[src/rtl/srf_defines.svh]
// Constants for the card response and data packet framer.
//Contract
//- Register responses 136 bits, all others 48
//- CRC7 in bits 7:1, skipped for OCR
//- Index in 45:40, card status in 39:8
//- After each written block, wait out busy
//- Busy variant response: check DAT0 busy afterwards
//- Register response: ones in 133:128, register bits
//- OCR response: ones in index and CRC field
//- Fast I/O response index 100111, argument fields
//- I/O OCR response layout with zero stuff bits
//- Interrupt response index 101000, RCA or zero
//- I/O access response index 11010X, zero stuff
//- Published address response index 000011, RCA upper
//- Interface condition response index 001000, zero reserved
//- 1-bit bus mandatory, 4 and 8 optional
//- After reset, data moves on DAT0 only
//- Card status refers to previous command
//- Error flags placed in status bits 31:26
//- Status bit 25 shows card locked
//- Extended status is a separate 512-bit block
`ifndef SRF_DEFINES_SVH
`define SRF_DEFINES_SVH
`define SRF_SHORT_BITS 8'h30
`define SRF_LONG_BITS 8'h88
`define SRF_SHORT_TOP 8'h2F
`define SRF_LONG_CRC_TOP 8'h7F
`define SRF_CRC_LO 8'h08
`define SRF_CRC7_POLY 7'h09
`define SRF_CRC16_POLY 16'h1021
`define SRF_CRC16_LAST 5'h0F
`define SRF_IDX_ONES 6'h3F
`define SRF_IDX_FASTIO 6'h27
`define SRF_IDX_IRQ 6'h28
`define SRF_IDX_IOACC_HI 5'h1A
`define SRF_IDX_RCA 6'h03
`define SRF_IDX_IFCOND 6'h08
`define SRF_CRC_ONES 7'h7F
`define SRF_BUSY_GAP 4'h8
`define SRF_SD_STATUS_BYTES 10'h040
`define SRF_LOCK_BIT 33
`define SRF_ERR_HI 39
`define SRF_ERR_LO 34
`define SRF_LANES_1 8'h01
`define SRF_LANES_4 8'h0F
`define SRF_LANES_8 8'hFF
`endif

[src/rtl/srf_pkg.sv]
// Types for the card response and data packet framer.
package srf_pkg;
	typedef enum logic [3:0] {SRF_R1, SRF_R1B, SRF_R2, SRF_R3, SRF_R4,
		SRF_R4IO, SRF_R5, SRF_R5IO, SRF_R6, SRF_R7} srf_kind_t;
	typedef enum logic [1:0] {SRF_W1, SRF_W4, SRF_W8, SRF_WRSV} srf_width_t;
	typedef enum logic [1:0] {SRF_RX_IDLE, SRF_RX_WAIT, SRF_RX_SHIFT,
		SRF_RX_DONE} srf_rx_t;
	typedef enum logic [1:0] {SRF_B_IDLE, SRF_B_GAP, SRF_B_WAIT} srf_busy_t;
	typedef enum logic [2:0] {SRF_T_IDLE, SRF_T_START, SRF_T_DATA,
		SRF_T_CRC, SRF_T_END, SRF_T_STOP} srf_tx_t;
endpackage : srf_pkg

[src/rtl/srf_framer.sv]
// Host side response receiver, write data packet framer and busy watch.
`timescale 1ns/1ns
`include "srf_defines.svh"
module srf_framer (
	// Clock and reset.
	input wire logic clk_in,
	input wire logic nrst_in,
	// Card bus pins; the inputs come from outside the clock domain.
	input wire logic sd_clk_in,
	input wire logic cmd_in,
	input wire logic dat0_in,
	output logic [7:0] dat_out,
	output logic [7:0] dat_oe_out,
	// Response control.
	input wire logic resp_arm_in,
	input wire logic [3:0] resp_kind_in,
	input wire logic [5:0] cmd_index_in,
	// Response results.
	output logic resp_valid_out,
	output logic [5:0] resp_index_out,
	output logic [31:0] resp_arg_out,
	output logic [126:0] resp_reg_out,
	output logic resp_crc_err_out,
	output logic resp_frame_err_out,
	output logic card_err_out,
	output logic card_locked_out,
	output logic busy_out,
	// Write block control.
	input wire logic wr_start_in,
	input wire logic [1:0] bus_width_in,
	input wire logic [9:0] blk_len_in,
	input wire logic sd_status_sel_in,
	output logic blk_done_out,
	// Write byte stream.
	input wire logic wr_valid_in,
	input wire logic [7:0] wr_data_in,
	output logic wr_ready_out
);
	// CRC7 step over one command line bit.
	function automatic logic [6:0] crc7_step(input logic [6:0] c,
		input logic b);
		logic fb;
		fb = b ^ c[6];
		crc7_step = {c[5:0], 1'b0} ^ (fb ? `SRF_CRC7_POLY : 7'h00);
	endfunction : crc7_step

	// CRC16 step over one data lane bit.
	function automatic logic [15:0] crc16_step(input logic [15:0] c,
		input logic b);
		logic fb;
		fb = b ^ c[15];
		crc16_step = {c[14:0], 1'b0} ^ (fb ? `SRF_CRC16_POLY : 16'h0000);
	endfunction : crc16_step

	// Fixed field checks per response kind.
	function automatic logic fields_ok(input srf_pkg::srf_kind_t k,
		input logic [135:0] s, input logic [5:0] exp);
		logic [5:0] ix;
		ix = s[45:40];
		case (k)
			srf_pkg::SRF_R1, srf_pkg::SRF_R1B: fields_ok = (ix == exp);
			srf_pkg::SRF_R2: fields_ok = (s[133:128] == `SRF_IDX_ONES);
			srf_pkg::SRF_R3: fields_ok = (ix == `SRF_IDX_ONES) &&
				(s[7:1] == `SRF_CRC_ONES);
			srf_pkg::SRF_R4: fields_ok = (ix == `SRF_IDX_FASTIO);
			srf_pkg::SRF_R4IO: fields_ok = (ix == `SRF_IDX_ONES) &&
				(s[34:32] == 3'h0) && (s[7:1] == `SRF_CRC_ONES);
			srf_pkg::SRF_R5: fields_ok = (ix == `SRF_IDX_IRQ);
			srf_pkg::SRF_R5IO: fields_ok = (ix[5:1] == `SRF_IDX_IOACC_HI) &&
				(s[39:24] == 16'h0000);
			srf_pkg::SRF_R6: fields_ok = (ix == `SRF_IDX_RCA);
			srf_pkg::SRF_R7: fields_ok = (ix == `SRF_IDX_IFCOND) &&
				(s[39:20] == 20'h00000);
			default: fields_ok = 1'b0;
		endcase
	endfunction : fields_ok

	// Lane values for one beat of a data byte.
	function automatic logic [7:0] lane_bits(input srf_pkg::srf_width_t w,
		input logic [7:0] b, input logic [2:0] beat);
		case (w)
			srf_pkg::SRF_W4: lane_bits = beat[0] ? {4'h0, b[3:0]} :
				{4'h0, b[7:4]};
			srf_pkg::SRF_W8: lane_bits = b;
			default: lane_bits = {7'h00, b[3'h7 - beat]};
		endcase
	endfunction : lane_bits

	logic clk_s1_r, clk_s2_r, clk_s3_r;
	logic cmd_s1_r, cmd_s2_r, dat0_s1_r, dat0_s2_r;
	srf_pkg::srf_rx_t rstate_r;
	srf_pkg::srf_kind_t kind_r;
	srf_pkg::srf_busy_t bstate_r, bstate_nxt;
	srf_pkg::srf_tx_t tstate_r;
	srf_pkg::srf_width_t width_r;
	logic long_r;
	logic [5:0] idx_exp_r;
	logic [135:0] sr_r;
	logic [7:0] bits_left_r;
	logic [6:0] crc_r;
	logic [3:0] gap_r;
	logic [7:0] mem_r [2];
	logic wp_r, rp_r;
	logic [1:0] cnt_r, cnt_nxt;
	logic [7:0] cur_r;
	logic [2:0] beat_r;
	logic [9:0] bytes_left_r;
	logic [4:0] crc_cnt_r;
	logic [15:0] crc16_r [8];
	logic [7:0] crc_msb;

	// Edges of the card clock seen through the synchroniser.
	wire sd_rise = clk_s2_r & ~clk_s3_r;
	wire sd_fall = ~clk_s2_r & clk_s3_r;

	// Two-flop synchronisers; the first stage feeds only the second.
	always_ff @(posedge clk_in) begin
		clk_s1_r <= sd_clk_in;
		clk_s2_r <= clk_s1_r;
		clk_s3_r <= clk_s2_r;
		cmd_s1_r <= cmd_in;
		cmd_s2_r <= cmd_s1_r;
		dat0_s1_r <= dat0_in;
		dat0_s2_r <= dat0_s1_r;
	end

	wire arm_long = (resp_kind_in == 4'(srf_pkg::SRF_R2));
	wire [7:0] rx_pos = bits_left_r - 8'h01;
	wire [7:0] crc_top = long_r ? `SRF_LONG_CRC_TOP : `SRF_SHORT_TOP;
	wire rx_step = sd_rise && ((rstate_r == srf_pkg::SRF_RX_SHIFT) ||
		((rstate_r == srf_pkg::SRF_RX_WAIT) && !cmd_s2_r));
	// the CRC covers bits 47:8 of a short token and bits 127:8 of a long one.
	wire crc_feed = (rx_pos >= `SRF_CRC_LO) && (rx_pos <= crc_top);
	wire crc_skip = (kind_r == srf_pkg::SRF_R3) ||
		(kind_r == srf_pkg::SRF_R4IO);
	wire crc_bad = !crc_skip && (sr_r[7:1] != crc_r);
	wire dir_bad = long_r ? sr_r[134] : sr_r[46];
	wire fields_bad = !fields_ok(kind_r, sr_r, idx_exp_r);
	wire frame_bad = fields_bad || dir_bad || !sr_r[0];
	wire is_r1 = (kind_r == srf_pkg::SRF_R1) || (kind_r == srf_pkg::SRF_R1B);
	wire rx_done = rstate_r == srf_pkg::SRF_RX_DONE;

	// Response receiver state; a fresh arm restarts any token in flight.
	always_ff @(posedge clk_in) begin
		if (!nrst_in) begin
			rstate_r <= srf_pkg::SRF_RX_IDLE;
		end else if (resp_arm_in) begin
			rstate_r <= srf_pkg::SRF_RX_WAIT;
		end else if (rx_step && bits_left_r == 8'h01) begin
			rstate_r <= srf_pkg::SRF_RX_DONE;
		end else if (rx_step) begin
			rstate_r <= srf_pkg::SRF_RX_SHIFT;
		end else if (rx_done) begin
			rstate_r <= srf_pkg::SRF_RX_IDLE;
		end
	end

	// shift register and bit count, MSB arrives first.
	always_ff @(posedge clk_in) begin
		if (!nrst_in) begin
			sr_r <= '0;
			bits_left_r <= 8'h00;
			crc_r <= 7'h00;
			kind_r <= srf_pkg::SRF_R1;
			long_r <= 1'b0;
			idx_exp_r <= 6'h00;
		end else if (resp_arm_in) begin
			bits_left_r <= arm_long ? `SRF_LONG_BITS : `SRF_SHORT_BITS;
			crc_r <= 7'h00;
			kind_r <= srf_pkg::srf_kind_t'(resp_kind_in);
			long_r <= arm_long;
			idx_exp_r <= cmd_index_in;
		end else if (rx_step) begin
			sr_r <= {sr_r[134:0], cmd_s2_r};
			bits_left_r <= rx_pos;
			if (crc_feed) begin
				crc_r <= crc7_step(crc_r, cmd_s2_r);
			end
		end
	end

	// report index, argument and register bits once per token.
	always_ff @(posedge clk_in) begin
		if (!nrst_in) begin
			resp_valid_out <= 1'b0;
			resp_index_out <= 6'h00;
			resp_arg_out <= 32'h0000_0000;
			resp_reg_out <= '0;
			resp_crc_err_out <= 1'b0;
			resp_frame_err_out <= 1'b0;
		end else begin
			resp_valid_out <= rx_done;
			if (rx_done) begin
				resp_index_out <= sr_r[45:40];
				resp_arg_out <= sr_r[39:8];
				resp_reg_out <= sr_r[127:1];
				resp_crc_err_out <= crc_bad;
				resp_frame_err_out <= frame_bad;
			end
		end
	end

	// status flags track the latest good normal response.
	always_ff @(posedge clk_in) begin
		if (!nrst_in) begin
			card_err_out <= 1'b0;
			card_locked_out <= 1'b0;
		end else if (rx_done && is_r1 && !frame_bad && !crc_bad) begin
			// any error flag in status bits 31:26.
			card_err_out <= |sr_r[`SRF_ERR_HI:`SRF_ERR_LO];
			// locked flag is a level, not sticky.
			card_locked_out <= sr_r[`SRF_LOCK_BIT];
		end
	end

	// Busy watch: wait out the status token gap, then until DAT0 rises.
	wire busy_req_r1b = rx_done && (kind_r == srf_pkg::SRF_R1B);
	wire busy_req_blk = sd_fall && (tstate_r == srf_pkg::SRF_T_STOP);
	always_comb begin
		bstate_nxt = bstate_r;
		case (bstate_r)
			srf_pkg::SRF_B_IDLE: begin
				// start watching after block or busy response.
				if (busy_req_r1b || busy_req_blk) begin
					bstate_nxt = srf_pkg::SRF_B_GAP;
				end
			end
			srf_pkg::SRF_B_GAP: begin
				if (sd_rise && gap_r == 4'h1) begin
					bstate_nxt = srf_pkg::SRF_B_WAIT;
				end
			end
			default: begin
				if (sd_rise && dat0_s2_r) begin
					bstate_nxt = srf_pkg::SRF_B_IDLE;
				end
			end
		endcase
	end

	// Busy state, gap counter and the busy flag itself.
	always_ff @(posedge clk_in) begin
		if (!nrst_in) begin
			bstate_r <= srf_pkg::SRF_B_IDLE;
			gap_r <= 4'h0;
			busy_out <= 1'b0;
		end else begin
			bstate_r <= bstate_nxt;
			busy_out <= bstate_nxt != srf_pkg::SRF_B_IDLE;
			if (bstate_r == srf_pkg::SRF_B_IDLE) begin
				gap_r <= `SRF_BUSY_GAP;
			end else if (sd_rise && gap_r != 4'h0) begin
				gap_r <= gap_r - 4'h1;
			end
		end
	end

	// width select; anything but 4 or 8 falls back to DAT0.
	wire [7:0] lanes = (width_r == srf_pkg::SRF_W8) ? `SRF_LANES_8 :
		(width_r == srf_pkg::SRF_W4) ? `SRF_LANES_4 : `SRF_LANES_1;
	wire [2:0] last_beat = (width_r == srf_pkg::SRF_W8) ? 3'h0 :
		(width_r == srf_pkg::SRF_W4) ? 3'h1 : 3'h7;
	wire [1:0] w_in = (bus_width_in == 2'(srf_pkg::SRF_WRSV)) ?
		2'(srf_pkg::SRF_W1) : bus_width_in;
	// the extended status block has its own fixed length.
	wire [9:0] len_sel = sd_status_sel_in ? `SRF_SD_STATUS_BYTES : blk_len_in;
	wire in_data = (tstate_r == srf_pkg::SRF_T_DATA) && sd_fall;
	wire starved = (beat_r == 3'h0) && (cnt_r == 2'h0);
	wire tx_beat = in_data && !starved;
	wire tx_load = tx_beat && (beat_r == 3'h0);
	wire [7:0] tx_byte = (beat_r == 3'h0) ? mem_r[rp_r] : cur_r;
	wire [7:0] tx_bits = lane_bits(width_r, tx_byte, beat_r);
	wire byte_end = tx_beat && (beat_r == last_beat);
	wire push = wr_valid_in && wr_ready_out;

	// Two-entry buffer; a stalled bus holds the source off through ready.
	always_comb begin
		case ({push, tx_load})
			2'b10: cnt_nxt = cnt_r + 2'h1;
			2'b01: cnt_nxt = cnt_r - 2'h1;
			default: cnt_nxt = cnt_r;
		endcase
	end

	// Buffer storage and pointers.
	always_ff @(posedge clk_in) begin
		if (!nrst_in) begin
			wp_r <= 1'b0;
			rp_r <= 1'b0;
			cnt_r <= 2'h0;
			wr_ready_out <= 1'b0;
		end else begin
			cnt_r <= cnt_nxt;
			wr_ready_out <= cnt_nxt != 2'h2;
			if (push) begin
				mem_r[wp_r] <= wr_data_in;
				wp_r <= ~wp_r;
			end
			if (tx_load) begin
				rp_r <= ~rp_r;
			end
		end
	end

	// Top CRC bit of every lane, sent during the CRC phase.
	always_comb begin
		for (int i = 0; i < 8; i++) begin
			crc_msb[i] = crc16_r[i][15];
		end
	end

	// Write packet state, driven on falling card clock edges.
	always_ff @(posedge clk_in) begin
		if (!nrst_in) begin
			tstate_r <= srf_pkg::SRF_T_IDLE;
			width_r <= srf_pkg::SRF_W1;
			bytes_left_r <= 10'h000;
			beat_r <= 3'h0;
			crc_cnt_r <= 5'h00;
			cur_r <= 8'h00;
		end else begin
			case (tstate_r)
				srf_pkg::SRF_T_IDLE: begin
					if (wr_start_in && bstate_r == srf_pkg::SRF_B_IDLE) begin
						width_r <= srf_pkg::srf_width_t'(w_in);
						bytes_left_r <= len_sel;
						tstate_r <= srf_pkg::SRF_T_START;
					end
				end
				srf_pkg::SRF_T_START: begin
					beat_r <= 3'h0;
					crc_cnt_r <= 5'h00;
					if (sd_fall) begin
						tstate_r <= srf_pkg::SRF_T_DATA;
					end
				end
				srf_pkg::SRF_T_DATA: begin
					if (tx_load) begin
						cur_r <= mem_r[rp_r];
					end
					if (byte_end) begin
						beat_r <= 3'h0;
						bytes_left_r <= bytes_left_r - 10'h001;
						if (bytes_left_r == 10'h001) begin
							tstate_r <= srf_pkg::SRF_T_CRC;
						end
					end else if (tx_beat) begin
						beat_r <= beat_r + 3'h1;
					end
				end
				srf_pkg::SRF_T_CRC: begin
					if (sd_fall) begin
						crc_cnt_r <= crc_cnt_r + 5'h01;
						if (crc_cnt_r == `SRF_CRC16_LAST) begin
							tstate_r <= srf_pkg::SRF_T_END;
						end
					end
				end
				srf_pkg::SRF_T_END: begin
					if (sd_fall) begin
						tstate_r <= srf_pkg::SRF_T_STOP;
					end
				end
				default: begin
					if (sd_fall) begin
						tstate_r <= srf_pkg::SRF_T_IDLE;
					end
				end
			endcase
		end
	end

	// per-lane CRC16: cleared at the start bit, shifted out after.
	always_ff @(posedge clk_in) begin
		for (int i = 0; i < 8; i++) begin
			if (!nrst_in || tstate_r == srf_pkg::SRF_T_START) begin
				crc16_r[i] <= 16'h0000;
			end else if (tx_beat) begin
				crc16_r[i] <= crc16_step(crc16_r[i], tx_bits[i]);
			end else if (sd_fall && tstate_r == srf_pkg::SRF_T_CRC) begin
				crc16_r[i] <= {crc16_r[i][14:0], 1'b0};
			end
		end
	end

	// lane drive: start 0, data, CRC, end 1, then release.
	always_ff @(posedge clk_in) begin
		if (!nrst_in) begin
			dat_out <= 8'h00;
			dat_oe_out <= 8'h00;
			blk_done_out <= 1'b0;
		end else begin
			blk_done_out <= busy_req_blk;
			if (sd_fall) begin
				case (tstate_r)
					srf_pkg::SRF_T_START: begin
						dat_out <= 8'h00;
						dat_oe_out <= lanes;
					end
					srf_pkg::SRF_T_DATA: begin
						if (!starved) begin
							dat_out <= tx_bits & lanes;
						end
					end
					srf_pkg::SRF_T_CRC: dat_out <= crc_msb & lanes;
					srf_pkg::SRF_T_END: dat_out <= lanes;
					default: begin
						dat_out <= 8'h00;
						dat_oe_out <= 8'h00;
					end
				endcase
			end
		end
	end
endmodule : srf_framer

[config.mk]
export PLATFORM = sky130hd
export DESIGN_NAME = srf_framer
export DESIGN_NICKNAME = d
export VERILOG_FILES = /design/src/rtl/srf_pkg.sv /design/src/rtl/srf_framer.sv
export VERILOG_INCLUDE_DIRS = /design/src /design/src/rtl
export SDC_FILE = /design/constraint.sdc
export NUM_CORES = 1
export LEC_CHECK = 0
export ABC_AREA = 0
export BUFFER_PORTS_ARGS = -buffer_cell sky130_fd_sc_hd__buf_2
export CAP_MARGIN = 20
export CORE_MARGIN = 5
export CORE_UTILIZATION = 54
export CTS_CLUSTER_DIAMETER = 120
export DETAILED_ROUTE_END_ITERATION = 10
export PLACE_DENSITY = 0.85
export RECOVER_POWER = 100
export SYNTH_ARGS = -nofsm -noshare
export SYNTH_HDL_FRONTEND = slang
export SYNTH_SLANG_ARGS = --single-unit
[constraint.sdc]
create_clock -name clk_in -period 8.4 [get_ports clk_in]
set_input_delay 0.84 -clock clk_in [delete_from_list [all_inputs] [get_ports clk_in]]
set_output_delay 0.84 -clock clk_in [all_outputs]
set_load 0.02 [all_outputs]
Word level (Yosys, flattened, before mapping). Memories as Yosys holds them, arrays and structs flattened. A register that Yosys moved wholly into a read port is not among the register bits. Cells that the tools add are included.

Mux-type cells: 87. Bitwise logic cells: 45. Reduce and logical (&&, ||, !) cells: 74. Add/subtract/negate cells: 8. Order comparisons: 3. Eq/ne operators: 49.

Operators with widths (count): $mux W16 (16); $xor A16 B13 Y16 (8); $mux W13 (8); $mux W8 (6); $mux W3 (12); $pmux W8 S2 (2); $mux W10 (3); $logic_and A1 B1 Y1 (26); $eq A6 B6 Y1 const B (4); $pmux W8 S3 (1); $logic_not A20 Y1 (1); $mux W4 (5); $pmux W10 S2 (1); $mux W1 (17); $and A8 B8 Y8 (2); $eq A4 B3 Y1 const B (4); $logic_not A16 Y1 (1); $ne A2 B2 Y1 const B (8); $or A1 B1 Y1 (16); $reduce_and A2 Y1 (8); $pmux W3 S5 (1); $mux W2 (7); $eq A4 B2 Y1 const B (3); $reduce_bool A2 Y1 (6); 53 further kinds (100).

Memories: 2. Memory bits (writable): 144. Register bits after elaboration: 400. Output and inout port bits: 189.

Memory list: crc16_r (words 8, bits a word 16, read ports 8, clocked after memory_dff 0, write ports 8, RTL line srf_framer.sv:109) `logic [15:0] crc16_r [8];`; mem_r (words 2, bits a word 8, read ports 1, clocked after memory_dff 1, write ports 1, RTL line srf_framer.sv:102) `logic [7:0] mem_r [2];`.

Depth between registers and ports, before layout. Gate-level depths: netlist (run 1).

Depth in word-level cells: 10. Mapped depth: 12. Mapped depth without buffers: 11.

Worst setup path after synthesis (run 1). Ideal clock, no wire load.

Path kind: reg-to-reg. Start: register beat_r[0]. End: memory crc16_r[0][0] (enable). Data arrival time: 6.685 ns. Period minus slack after synthesis: 7.297 ns. Buffers on the path: 1. Data required time: 7.788 ns. Path slack: 1.103 ns. Cell stages (with the launch flop): 8. Cell sequence: dfxtp_1 buf_2 inv_1 ha_1 nor4b_2 nor2_1 a21oi_1 o211ai_1.

RTL lines: start: declaration (RTL line srf_framer.sv:106) `logic [2:0] beat_r;`; start signal: assignment (RTL line srf_framer.sv:348) `beat_r <= beat_r + 3'h1;`; end: declaration (RTL line srf_framer.sv:109).

==> qor.yml, run 1 <==
status: "finished, violations left"
violations: "max-capacitance violations, max-slew violations"
pwr-share-comb: 0.069
clock-sinks: 502
fin_nets: 2349
cap_violations: 2
syn_area_per_cell_um2: 9.57
postSynthCellCount: 2181
routed-via-count: 15300
syn_nets: 2237
dr.first_iter.drc_count: 1289
grt_use_met3: 0.0391
post_cts_resized: 0
yosysTopAreaCellShare: 0.343
htreeDepth: 2
drive_above_1_share: 0.0660
hpwl_um: 29300
grt_max_degree: 162
busiest_layer: "met2"
clk_pin_slew_worst_paths_ns: 0.06
die_area_mm2: 0.0427
setup_violations: 0
ys_ff_latch: 502
synth_common_cells: "598 x nand2_1, 358 x dfxtp_1, 249 x a21boi_0"
finClkSkew_ns: 0.0256
p_int_w: 0.00415
drc: 0
post-place-ws_ns: 4.85
cts-root-buf: "clkbuf_16"
drt_wl_total_um: 44900
grtUsageMet2: 0.338
start_kind: "input pin"
numPortBuffers: 227
rsz0062_at_grt: "false"
p_clk_frac: 0.427
antenna_found_initial: 1
min_path_type: "flip-flop to flip-flop"
dr.pass1.iters: 5
worstPathMaxFanout: 98
start_util: 0.542
core_area_mm2: 0.0385
dp.cells: 2756
finalWorstSetupSlack_ns: 3.16
row_count: 72
end_kind: "flip-flop"
gp_congestion: 0.867
min_period_over_period: 0.623
avgRoutedWirePerCell_um: 15.7
cts_max_path_buffers: 3
fin_hold_ws_ns: 0.324
cts_buffers: 50
power.switching_w: 0.00123
pwr-share-seq: 0.504
yosys_warnings: 0
cts_setup_buffers: 0
crit_type: "input pin to flip-flop"
synth.most_common_cell: "nand2_1"
via_per_inst: 5.38
sw_frac_of_total: 0.228
arrival_ns: 5.42
seq_area_frac_synth: 0.551
num_io_pins: 228
synth_top_cell_by_area: "dfxtp_1"
synth_cell_type_count: 74
slew_violations: 154
antenna_cells: 0
p_per_area_mw_per_mm2: 230
gr-usage-met1: 0.274
worstPathRequired_ns: 8.59
p_leak_nw: 8.04
areaGrowthSynthToFinish_pct: 12.2
hold_buffers: 0
min_period_ns: 5.24
final_hold_viol_count: 0
tightest_slew_ns: 3.46
die-height_um: 207
grt_pass1_wl_um: 71600
tns_ns: 0
cts_tree: "done"
grt_pass1_vias: 14300
clk_latency_ns: 0.58
synth_edf_count: 144
grtUsageTotal: 0.203
vdd_drop_max_uv: 194
fmax_mhz: 191
synthTopCellsByArea: "dfxtp_1 34%, edfxtp_1 21%, nand2_1 11%"
syn_area_mm2: 0.0209
max-slew-margin-rel: -1.31
gr-total-overflow: 0
die_x_um: 207
ant_nets: 0
async_flop_share: 0
synthFlopType: "dfxtp_1"
fin_cells: 2853
## layout by cell type (no fill, tap or decap), types with 5 or more instances in the layout
cell type  count
clkbuf_8       8
and2_1        67
nand2_1      596
and3_1        10
mux2_2         8
xor2_1        20
nor4_1         5
xnor2_1       26
nor3b_1        8
o211ai_1       8
buf_2         32
nand2b_1      10
o22ai_1        6
nand4_1       10
nor2b_1       36
clkbuf_1     203
o31ai_1        7
edfxtp_1     144
a21boi_0     268
nand3_1       17
a22oi_1        8
o21ai_0       33
and2_0        54
bufinv_16      5
clkinv_2      13
buf_4          7
dfxtp_1      358
mux2i_1       37
nand3b_1       7
nor2_1        78
a21oi_1       43
clkinv_1       7
a31oi_1        8
ha_1          17
o211a_1        6
nor3_1        16
clkbuf_16     53
inv_1         19
## power by group through the flow
stage	sequential, W	combinational (W)	clock [W]
floorplan	0.00274	0.000300	0
CTS	0.00271	0.000369	0.00234
detailed placement	0.00276	0.000367	0
global placement	0.00275	0.000351	0
finish	0.00271	0.000371	0.00229
global route	0.00272	0.000406	0.00245
## state kept, by name (all words and copies together), names as in the netlist, 8 cells and up, named ones only
name	flops
bits_left_r	8
bytes_left_r	10
mem_r	16
resp_arg_out	31
crc16_r	128
dat_out	8
cur_r	8
resp_reg_out	91
sr_r	135
## worst paths after layout
path / startpoint / to / slack (ns) / depth (start not counted)
setup / recovery: nrst_in / crc16_r[1][51] / 3.16 / 4
hold reg to reg: cmd_s1_r / cmd_s2_r / 0.32 / 0
hold / removal: cmd_s1_r / cmd_s2_r / 0.32 / 0
setup reg to reg: beat_r[0] / crc16_r[1][51] / 3.24 / 8
## area by class of cell
| type | count | area [um2] |
|---|---|---|
| clock buffer | 65 | 1450 |
| sequential | 502 | 11500 |
| inverter | 20 | 75.1 |
| fill | 3182 | 15100 |
| timing repair buffer | 240 | 1010 |
| multi-input combinational | 1479 | 8450 |
| tap | 518 | 648 |
| clock inverter | 29 | 278 |
## critical path: stages
cell,delay [ns]
clkbuf_1,1.22
o211ai_1,0.47
clkbuf_1,1.98
buf_4,0.84
## cells by family after synthesis
| kind of cell | count (synthesis) | synth area share |
|---|---|---|
| multiplexers | 48 | 0.0241 |
| adder cells (fa/ha/maj) | 17 | 0.0102 |
| AO/OA/AOI/OAI | 421 | 0.145 |
| AND/OR/NAND/NOR | 947 | 0.205 |
| buffers and inverters | 200 | 0.0455 |
| flip-flops | 502 | 0.551 |
| XOR/XNOR | 46 | 0.0193 |
## stage by stage
stage                     instance area [um2]  utilization  power (W)
after floorplan                         20900            -    0.00304
after CTS                               23600        0.614    0.00541
after global placement                  21900        0.569    0.00310
after detailed placement                21900        0.569    0.00312
final                                   23400        0.609    0.00538
after global routing                    23400        0.609    0.00558
## metal layers
layer,vias to the layer above,part of all wire
met3,79,0.064
met4,0,0.023
met5,-,0
met2,462,0.47
li1,7514,-
met1,7282,0.44
Power figures use the tool's default switching activity.
==> run 2: changes to the inputs <==
--- a/config.mk
+++ b/config.mk
@@ -6,14 +6,14 @@
 export SDC_FILE = /design/constraint.sdc
 export NUM_CORES = 1
 export LEC_CHECK = 0
-export ABC_AREA = 0
+export ABC_AREA = 1
 export BUFFER_PORTS_ARGS = -buffer_cell sky130_fd_sc_hd__buf_2
 export CAP_MARGIN = 20
 export CORE_MARGIN = 5
-export CORE_UTILIZATION = 54
+export CORE_UTILIZATION = 53
 export CTS_CLUSTER_DIAMETER = 120
 export DETAILED_ROUTE_END_ITERATION = 10
-export PLACE_DENSITY = 0.85
+export PLACE_DENSITY = 0.87
 export RECOVER_POWER = 100
 export SYNTH_ARGS = -nofsm -noshare
 export SYNTH_HDL_FRONTEND = slang
==> constraint.sdc (replaced) <==
create_clock -name clk_in -period 4.8 [get_ports clk_in]
set_input_delay 0.48 -clock clk_in [delete_from_list [all_inputs] [get_ports clk_in]]
set_output_delay 0.48 -clock clk_in [all_outputs]
set_load 0.02 [all_outputs]
==> run 2 against run 1 <==
  * Area after synthesis fell by 3.5%
  * Synthesized cell count rose by 9.4%
  * Core utilization fell by 0.55 points
  * Flip-flop and latch count did not move
  * Wire length rose by 3.8%
  * Worst hold slack got worse by 0.29 ns
  * Die area fell by 1.6%
  * Via count rose by 5.6%
  * Total power rose by 94%
  * Final cell count rose by 7.5%
  * The flow still finishes with violations (max-capacitance violations, max-slew violations)
  * First-iteration DRC count rose by 4.0%
  * Highest routed layer unchanged
  * Non-clock buffer count rose by 2
  * Critical endpoint is now crc16_r[0][9]
==> qor.yml, run 2 <==
areaGrowthSynthToFinish_pct: 12.5
clk_latency_ns: 0.56
die_area_mm2: 0.0420
grt_use_met3: 0.0366
synthTopCellsByArea: "dfxtp_1 36%, edfxtp_1 21%, nor2_1 9.3%"
die-height_um: 205
grtUsageTotal: 0.217
avgRoutedWirePerCell_um: 15.2
cts-root-buf: "clkbuf_16"
layout.cells.most_common_list: "503 x nor2_1, 358 x dfxtp_1, 328 x o21ai_0"
routed-via-count: 16200
path_common_cell: "inv_1"
p_per_area_mw_per_mm2: 459
clock-sinks: 502
via_per_inst: 5.28
largest_reg_flops: 135
start_util: 0.536
min_path_type: "input pin to flip-flop"
synth_top_cell_by_area: "dfxtp_1"
grt_pass1_wl_um: 76300
final_hold_viol_count: 0
drt_wl_total_um: 46600
tightest_slew_ns: 1.90
largestRegisters: "sr_r (135), crc16_r (128), resp_reg_out (91)"
slowest_stage: "clkbuf_2"
top_register: "sr_r"
setup_violations: 0
drive_above_1_share: 0.0567
rsz0062_at_grt: "false"
end_kind: "flip-flop"
cts_tree: "done"
min_period_over_period: 0.803
fmax_mhz: 260
worstHoldStart: "cmd_in"
fin_total_pwr_w: 0.0104
yosys_warnings: 0
cts_buffers: 49
crit_chain: "inv_4 > nand2_1 > inv_1 > nand3_1 > inv_1 > nor2_1 > nand3_4 > clkbuf_2"
p_leak_nw: 9.21
die_x_um: 205
tns_ns: 0
slew_violations: 437
gp_congestion: 0.929
syn_nets: 2442
postSynthCellCount: 2386
critPathTopFamily: "simple AND/OR/NAND/NOR gates"
status: "finished, violations left"
max-slew-margin-rel: -0.267
cap_violations: 4
grtUsageMet2: 0.370
synth_cell_type_count: 45
hold_depth: 1
fin_nets: 2575
finClkSkew_ns: 0.0174
cts_max_path_buffers: 3
synthFlopType: "dfxtp_1"
layout_commonest_cell: "nor2_1"
ys_ff_latch: 502
worstPathRequired_ns: 4.92
min_period_ns: 3.85
start_kind: "flip-flop"
r2r_end: "crc16_r[0][9]"
drc: 0
syn_area_mm2: 0.0201
dr.first_iter.drc_count: 1341
antenna_found_initial: 0
violations: "max-capacitance violations, max-slew violations"
async_flop_share: 0
busiest_layer: "met2"
r2r_slack_ns: 0.95
core_area_mm2: 0.0376
dr.pass1.iters: 6
synth_edf_count: 144
seq_area_frac_synth: 0.571
row_count: 71
antenna_cells: 0
grt_max_degree: 194
synth.most_common_cell: "nor2_1"
crit_buf_inv: 4
num_io_pins: 228
htreeDepth: 2
vdd_drop_max_uv: 274
yosysTopAreaCellShare: 0.356
numPortBuffers: 227
gr-usage-met1: 0.281
worstPathMaxFanout: 35
max_stage_delay_ns: 0.66
arrival_ns: 3.97
grt_pass1_vias: 15700
crit_type: "flip-flop to flip-flop"
ant_nets: 0
hpwl_um: 30500
syn_area_per_cell_um2: 8.44
rr_worst_depth: 8
rr_startpoint: "tstate_r[0]"
gr-total-overflow: 0
hold_end: "cmd_s1_r"
clk_pin_slew_worst_paths_ns: 0.07
synth_common_cells: "501 x nor2_1, 358 x dfxtp_1, 325 x o21ai_0"
==> run 2: worst max path at each step <==
stage	startpoint	endpoint	slack (ns)	depth (start not counted)
final	tstate_r[0]	crc16_r[0][9]	0.95	8
after global routing	tstate_r[0]	crc16_r[0][10]	0.58	8
after CTS	tstate_r[0]	crc16_r[1][23]	1.52	8
after detailed placement	tstate_r[0]	crc16_r[1][18]	1.58	8
after global placement	tstate_r[0]	cnt_r[1]	1.70	13
after floorplan	beat_r[0]	crc16_r[0][0]	0.98	10
==> run 2: area by class of cell <==
cell class	instances	area, um2
multi-input cells	1447	6750
repair buffers	242	1000
well taps	511	639
fillers	3089	14900
inverters	277	1050
clock buffers	71	1490
flip-flops and latches	502	11500
clock inverters	17	235
==> run 2: timing repair <==
action                                 4_1_cts  5_1_grt
endpoints found under the hold margin        2        0
buffers inserted                             0        0
hold buffers                                 2        0
gates resized for setup                      0        0
==> run 2: cells by family (layout without fill, tap and decap cells) <==
| logic type | after synthesis | after routing | synth area share |
|---|---|---|---|
| AO/OA/AOI/OAI | 564 | 564 | 0.144 |
| XOR/XNOR | 28 | 28 | 0.0122 |
| adder cells (fa/ha/maj) | 17 | 17 | 0.0106 |
| buffers and inverters | 437 | 607 | 0.0936 |
| flip-flops | 502 | 502 | 0.571 |
| AND/OR/NAND/NOR | 838 | 838 | 0.169 |
==> run 2: metal layers <==
layer,up-vias,part of all wire
met5,-,0
met4,0,0.028
met3,111,0.062
met2,572,0.48
met1,7534,0.43
li1,7979,-
==> run 2: report_power, final <==
group | internal (W) | switching (W)
logic | 0.000381 | 0.00104
clock network | 0.00243 | 0.00160
registers | 0.00478 | 0.000179
total | 0.00759 | 0.00282
==> run 2: per-stage QoR <==
step           utilization  cells  instance area (um2)  worst slack, ns  hold slack [ns]
2_1_floorplan            -   2386                20100            0.978            0.310
3_3_place_gp         0.565   2977                21200             1.70            0.317
3_5_place_dp         0.565   2977                21200             1.58            0.318
4_1_cts              0.611   3067                23000             1.52          0.00563
5_1_grt              0.603   3067                22700            0.585          0.00806
6_report             0.603   3067                22700            0.947           0.0348
==> run 3: changes to the inputs <==
--- a/config.mk
+++ b/config.mk
@@ -10,10 +10,10 @@
 export BUFFER_PORTS_ARGS = -buffer_cell sky130_fd_sc_hd__buf_2
 export CAP_MARGIN = 20
 export CORE_MARGIN = 5
-export CORE_UTILIZATION = 53
+export CORE_UTILIZATION = 54
 export CTS_CLUSTER_DIAMETER = 120
 export DETAILED_ROUTE_END_ITERATION = 10
-export PLACE_DENSITY = 0.87
+export PLACE_DENSITY = 0.86
 export RECOVER_POWER = 100
 export SYNTH_ARGS = -nofsm -noshare
 export SYNTH_HDL_FRONTEND = slang
==> constraint.sdc (replaced) <==
create_clock -name clk_in -period 3.7 [get_ports clk_in]
set_input_delay 0.37 -clock clk_in [delete_from_list [all_inputs] [get_ports clk_in]]
set_output_delay 0.37 -clock clk_in [all_outputs]
set_load 0.02 [all_outputs]
==> run 3 against run 2 <==
  * The run still ends with max-capacitance violations, max-slew violations left
  * Sequential power is 30% higher
  * Final cell count is 1.2% lower
  * Wire length is 0.46% lower
  * Worst hold slack worse by 0.0033 ns
  * Maximum frequency is 21% higher
  * Sequential share of layout area is 0.15 points higher
  * First-iteration DRC count is 1.1% higher
  * Critical path type unchanged
  * Critical endpoint is now bytes_left_r[5]
  * Largest power group unchanged
==> qor.yml, run 3 (synthesized netlist as in run 2, its figures left out) <==
via_per_inst: 5.40
grt_pass1_vias: 15700
violations: "max-capacitance violations, max-slew violations"
cts-root-buf: "clkbuf_16"
p_per_area_mw_per_mm2: 582
antenna_cells: 0
worstHoldStart: "cmd_index_in[3]"
worstPathMaxFanout: 11
min_period_ns: 3.19
min_path_type: "input pin to flip-flop"
dr.pass1.iters: 6
post-place-ws_ns: 0.639
areaGrowthSynthToFinish_pct: 12.2
fmax_mhz: 313
clock-sinks: 502
antenna_found_initial: 2
die_x_um: 203
max-slew-margin-rel: -0.552
multi_input_area_mm2: 0.00674
vdd_drop_max_uv: 369
slew_violations: 309
cts_tree: "done"
largestRegisters: "sr_r (135), crc16_r (128), resp_reg_out (91)"
grt_pass1_wl_um: 76300
crit_chain: "clkinv_1 > ha_1 > nand2_4 > inv_4 > nand2_1 > nand3_1 > inv_2 > nand2_1 > nand2_1 > o21ai_0 > inv_1 > o211ai_1 > a21oi_1"
worstPathRequired_ns: 4.18
die_area_mm2: 0.0412
core_area_mm2: 0.0367
layout_commonest_cell: "nor2_1"
min_period_over_period: 0.863
start_kind: "flip-flop"
layout.cells.most_common_list: "504 x nor2_1, 358 x dfxtp_1, 328 x o21ai_0"
slowest_stage: "dfxtp_1"
finClkSkew_ns: 0.0157
tns_ns: 0
row_count: 70
setup_violations: 0
rr_startpoint: "beat_r[0]"
register_area_mm2: 0.0115
hpwl_um: 30300
clk_latency_ns: 0.58
numPortBuffers: 227
gr-total-overflow: 0
arrival_ns: 3.68
gp_congestion: 0.929
max_stage_delay_ns: 0.53
largest_reg_flops: 135
status: "finished, violations left"
grt_max_degree: 279
finalWorstSetupSlack_ns: 0.505
drt_wl_total_um: 46400
tightest_slew_ns: 2.33
cts_max_path_buffers: 3
crit_path_start: "beat_r[0]"
routed-via-count: 16400
end_kind: "flip-flop"
htreeDepth: 2
crit_type: "flip-flop to flip-flop"
top_register: "sr_r"
grtUsageTotal: 0.219
die-height_um: 203
p_leak_nw: 9.19
n_fill_cell: 3069
ant_nets: 0
cap_violations: 2
path_common_cell: "nand2_1"
start_util: 0.549
r2r_slack_ns: 0.51
rsz0062_at_grt: "false"
drc: 0
dr.first_iter.drc_count: 1356
num_io_pins: 228
cts_buffers: 49
fin_util: 0.616
final_hold_viol_count: 0
avgRoutedWirePerCell_um: 15.3
fin_nets: 2584
clk_pin_slew_worst_paths_ns: 0.06
drive_above_1_share: 0.0535
## run 3: cell count changes in the layout (fill, tap and decap cells not counted), sizes merged
cell / change
bufinv: -2
inv: +2
buf: +6
clkinv: -1
clkbuf: -9
dlygate4sd3: +10
## run 3: final cells by class
cell class | instances | share of cell area
flip-flops and latches | 502 | 0.509
clock inverters | 16 | 0.00853
clock buffers | 69 | 0.0616
repair buffers | 251 | 0.0506
multi-input cells | 1447 | 0.298
inverters | 277 | 0.0464
well taps | 468 | 0.0259
## run 3: final timing paths
| kind | cells after the start | to |
|---|---|---|
| hold / removal | 3 | idx_exp_r[3] |
| setup reg to reg | 13 | bytes_left_r[5] |
| setup / recovery | 13 | bytes_left_r[5] |
| hold reg to reg | 0 | cmd_s2_r |
## run 3: metrics by stage
stage,total power (W),hold slack (ns),area (um2),instances
after floorplan,0.00788,0.310,20100,2386
after global placement,0.00825,0.318,21200,2932
after detailed placement,0.00836,0.323,21200,2932
after CTS,0.0133,0.00373,22900,3029
after global routing,0.0138,0.0166,22600,3030
final,0.0132,0.0316,22600,3030
## run 3: report_power, final
part           total (W)  internal [W]  switching, W  leakage, nW
sequential       0.00643       0.00620      0.000233         4.40
clock            0.00491       0.00284       0.00207        0.765
combinational    0.00181      0.000501       0.00131         4.02
total             0.0132       0.00954       0.00361         9.19
## run 3: timing repair
item	CTS	global route
hold endpoints to repair	20	0
hold buffers	12	0
resized for setup	0	0
setup buffers	0	0
## run 3: critical path: cells and delay by family, from the launching register on
| kind | cells | cell delay, ns |
|---|---|---|
| buffers and inverters | 4 | 0.95 |
| and+or+nand+nor | 5 | 0.53 |
| DFF | 1 | 0.53 |
| adders and majority gates | 1 | 0.33 |
| AOI/OAI and AO/OA | 3 | 0.77 |
## run 3: per-layer routing
layer  wire [um]  part of all wire  track usage
met5          19           0.00041            0
met4        1680             0.036       0.0942
met3        3100             0.067       0.0395
met2       22100              0.48        0.362
met1       19500              0.42        0.284
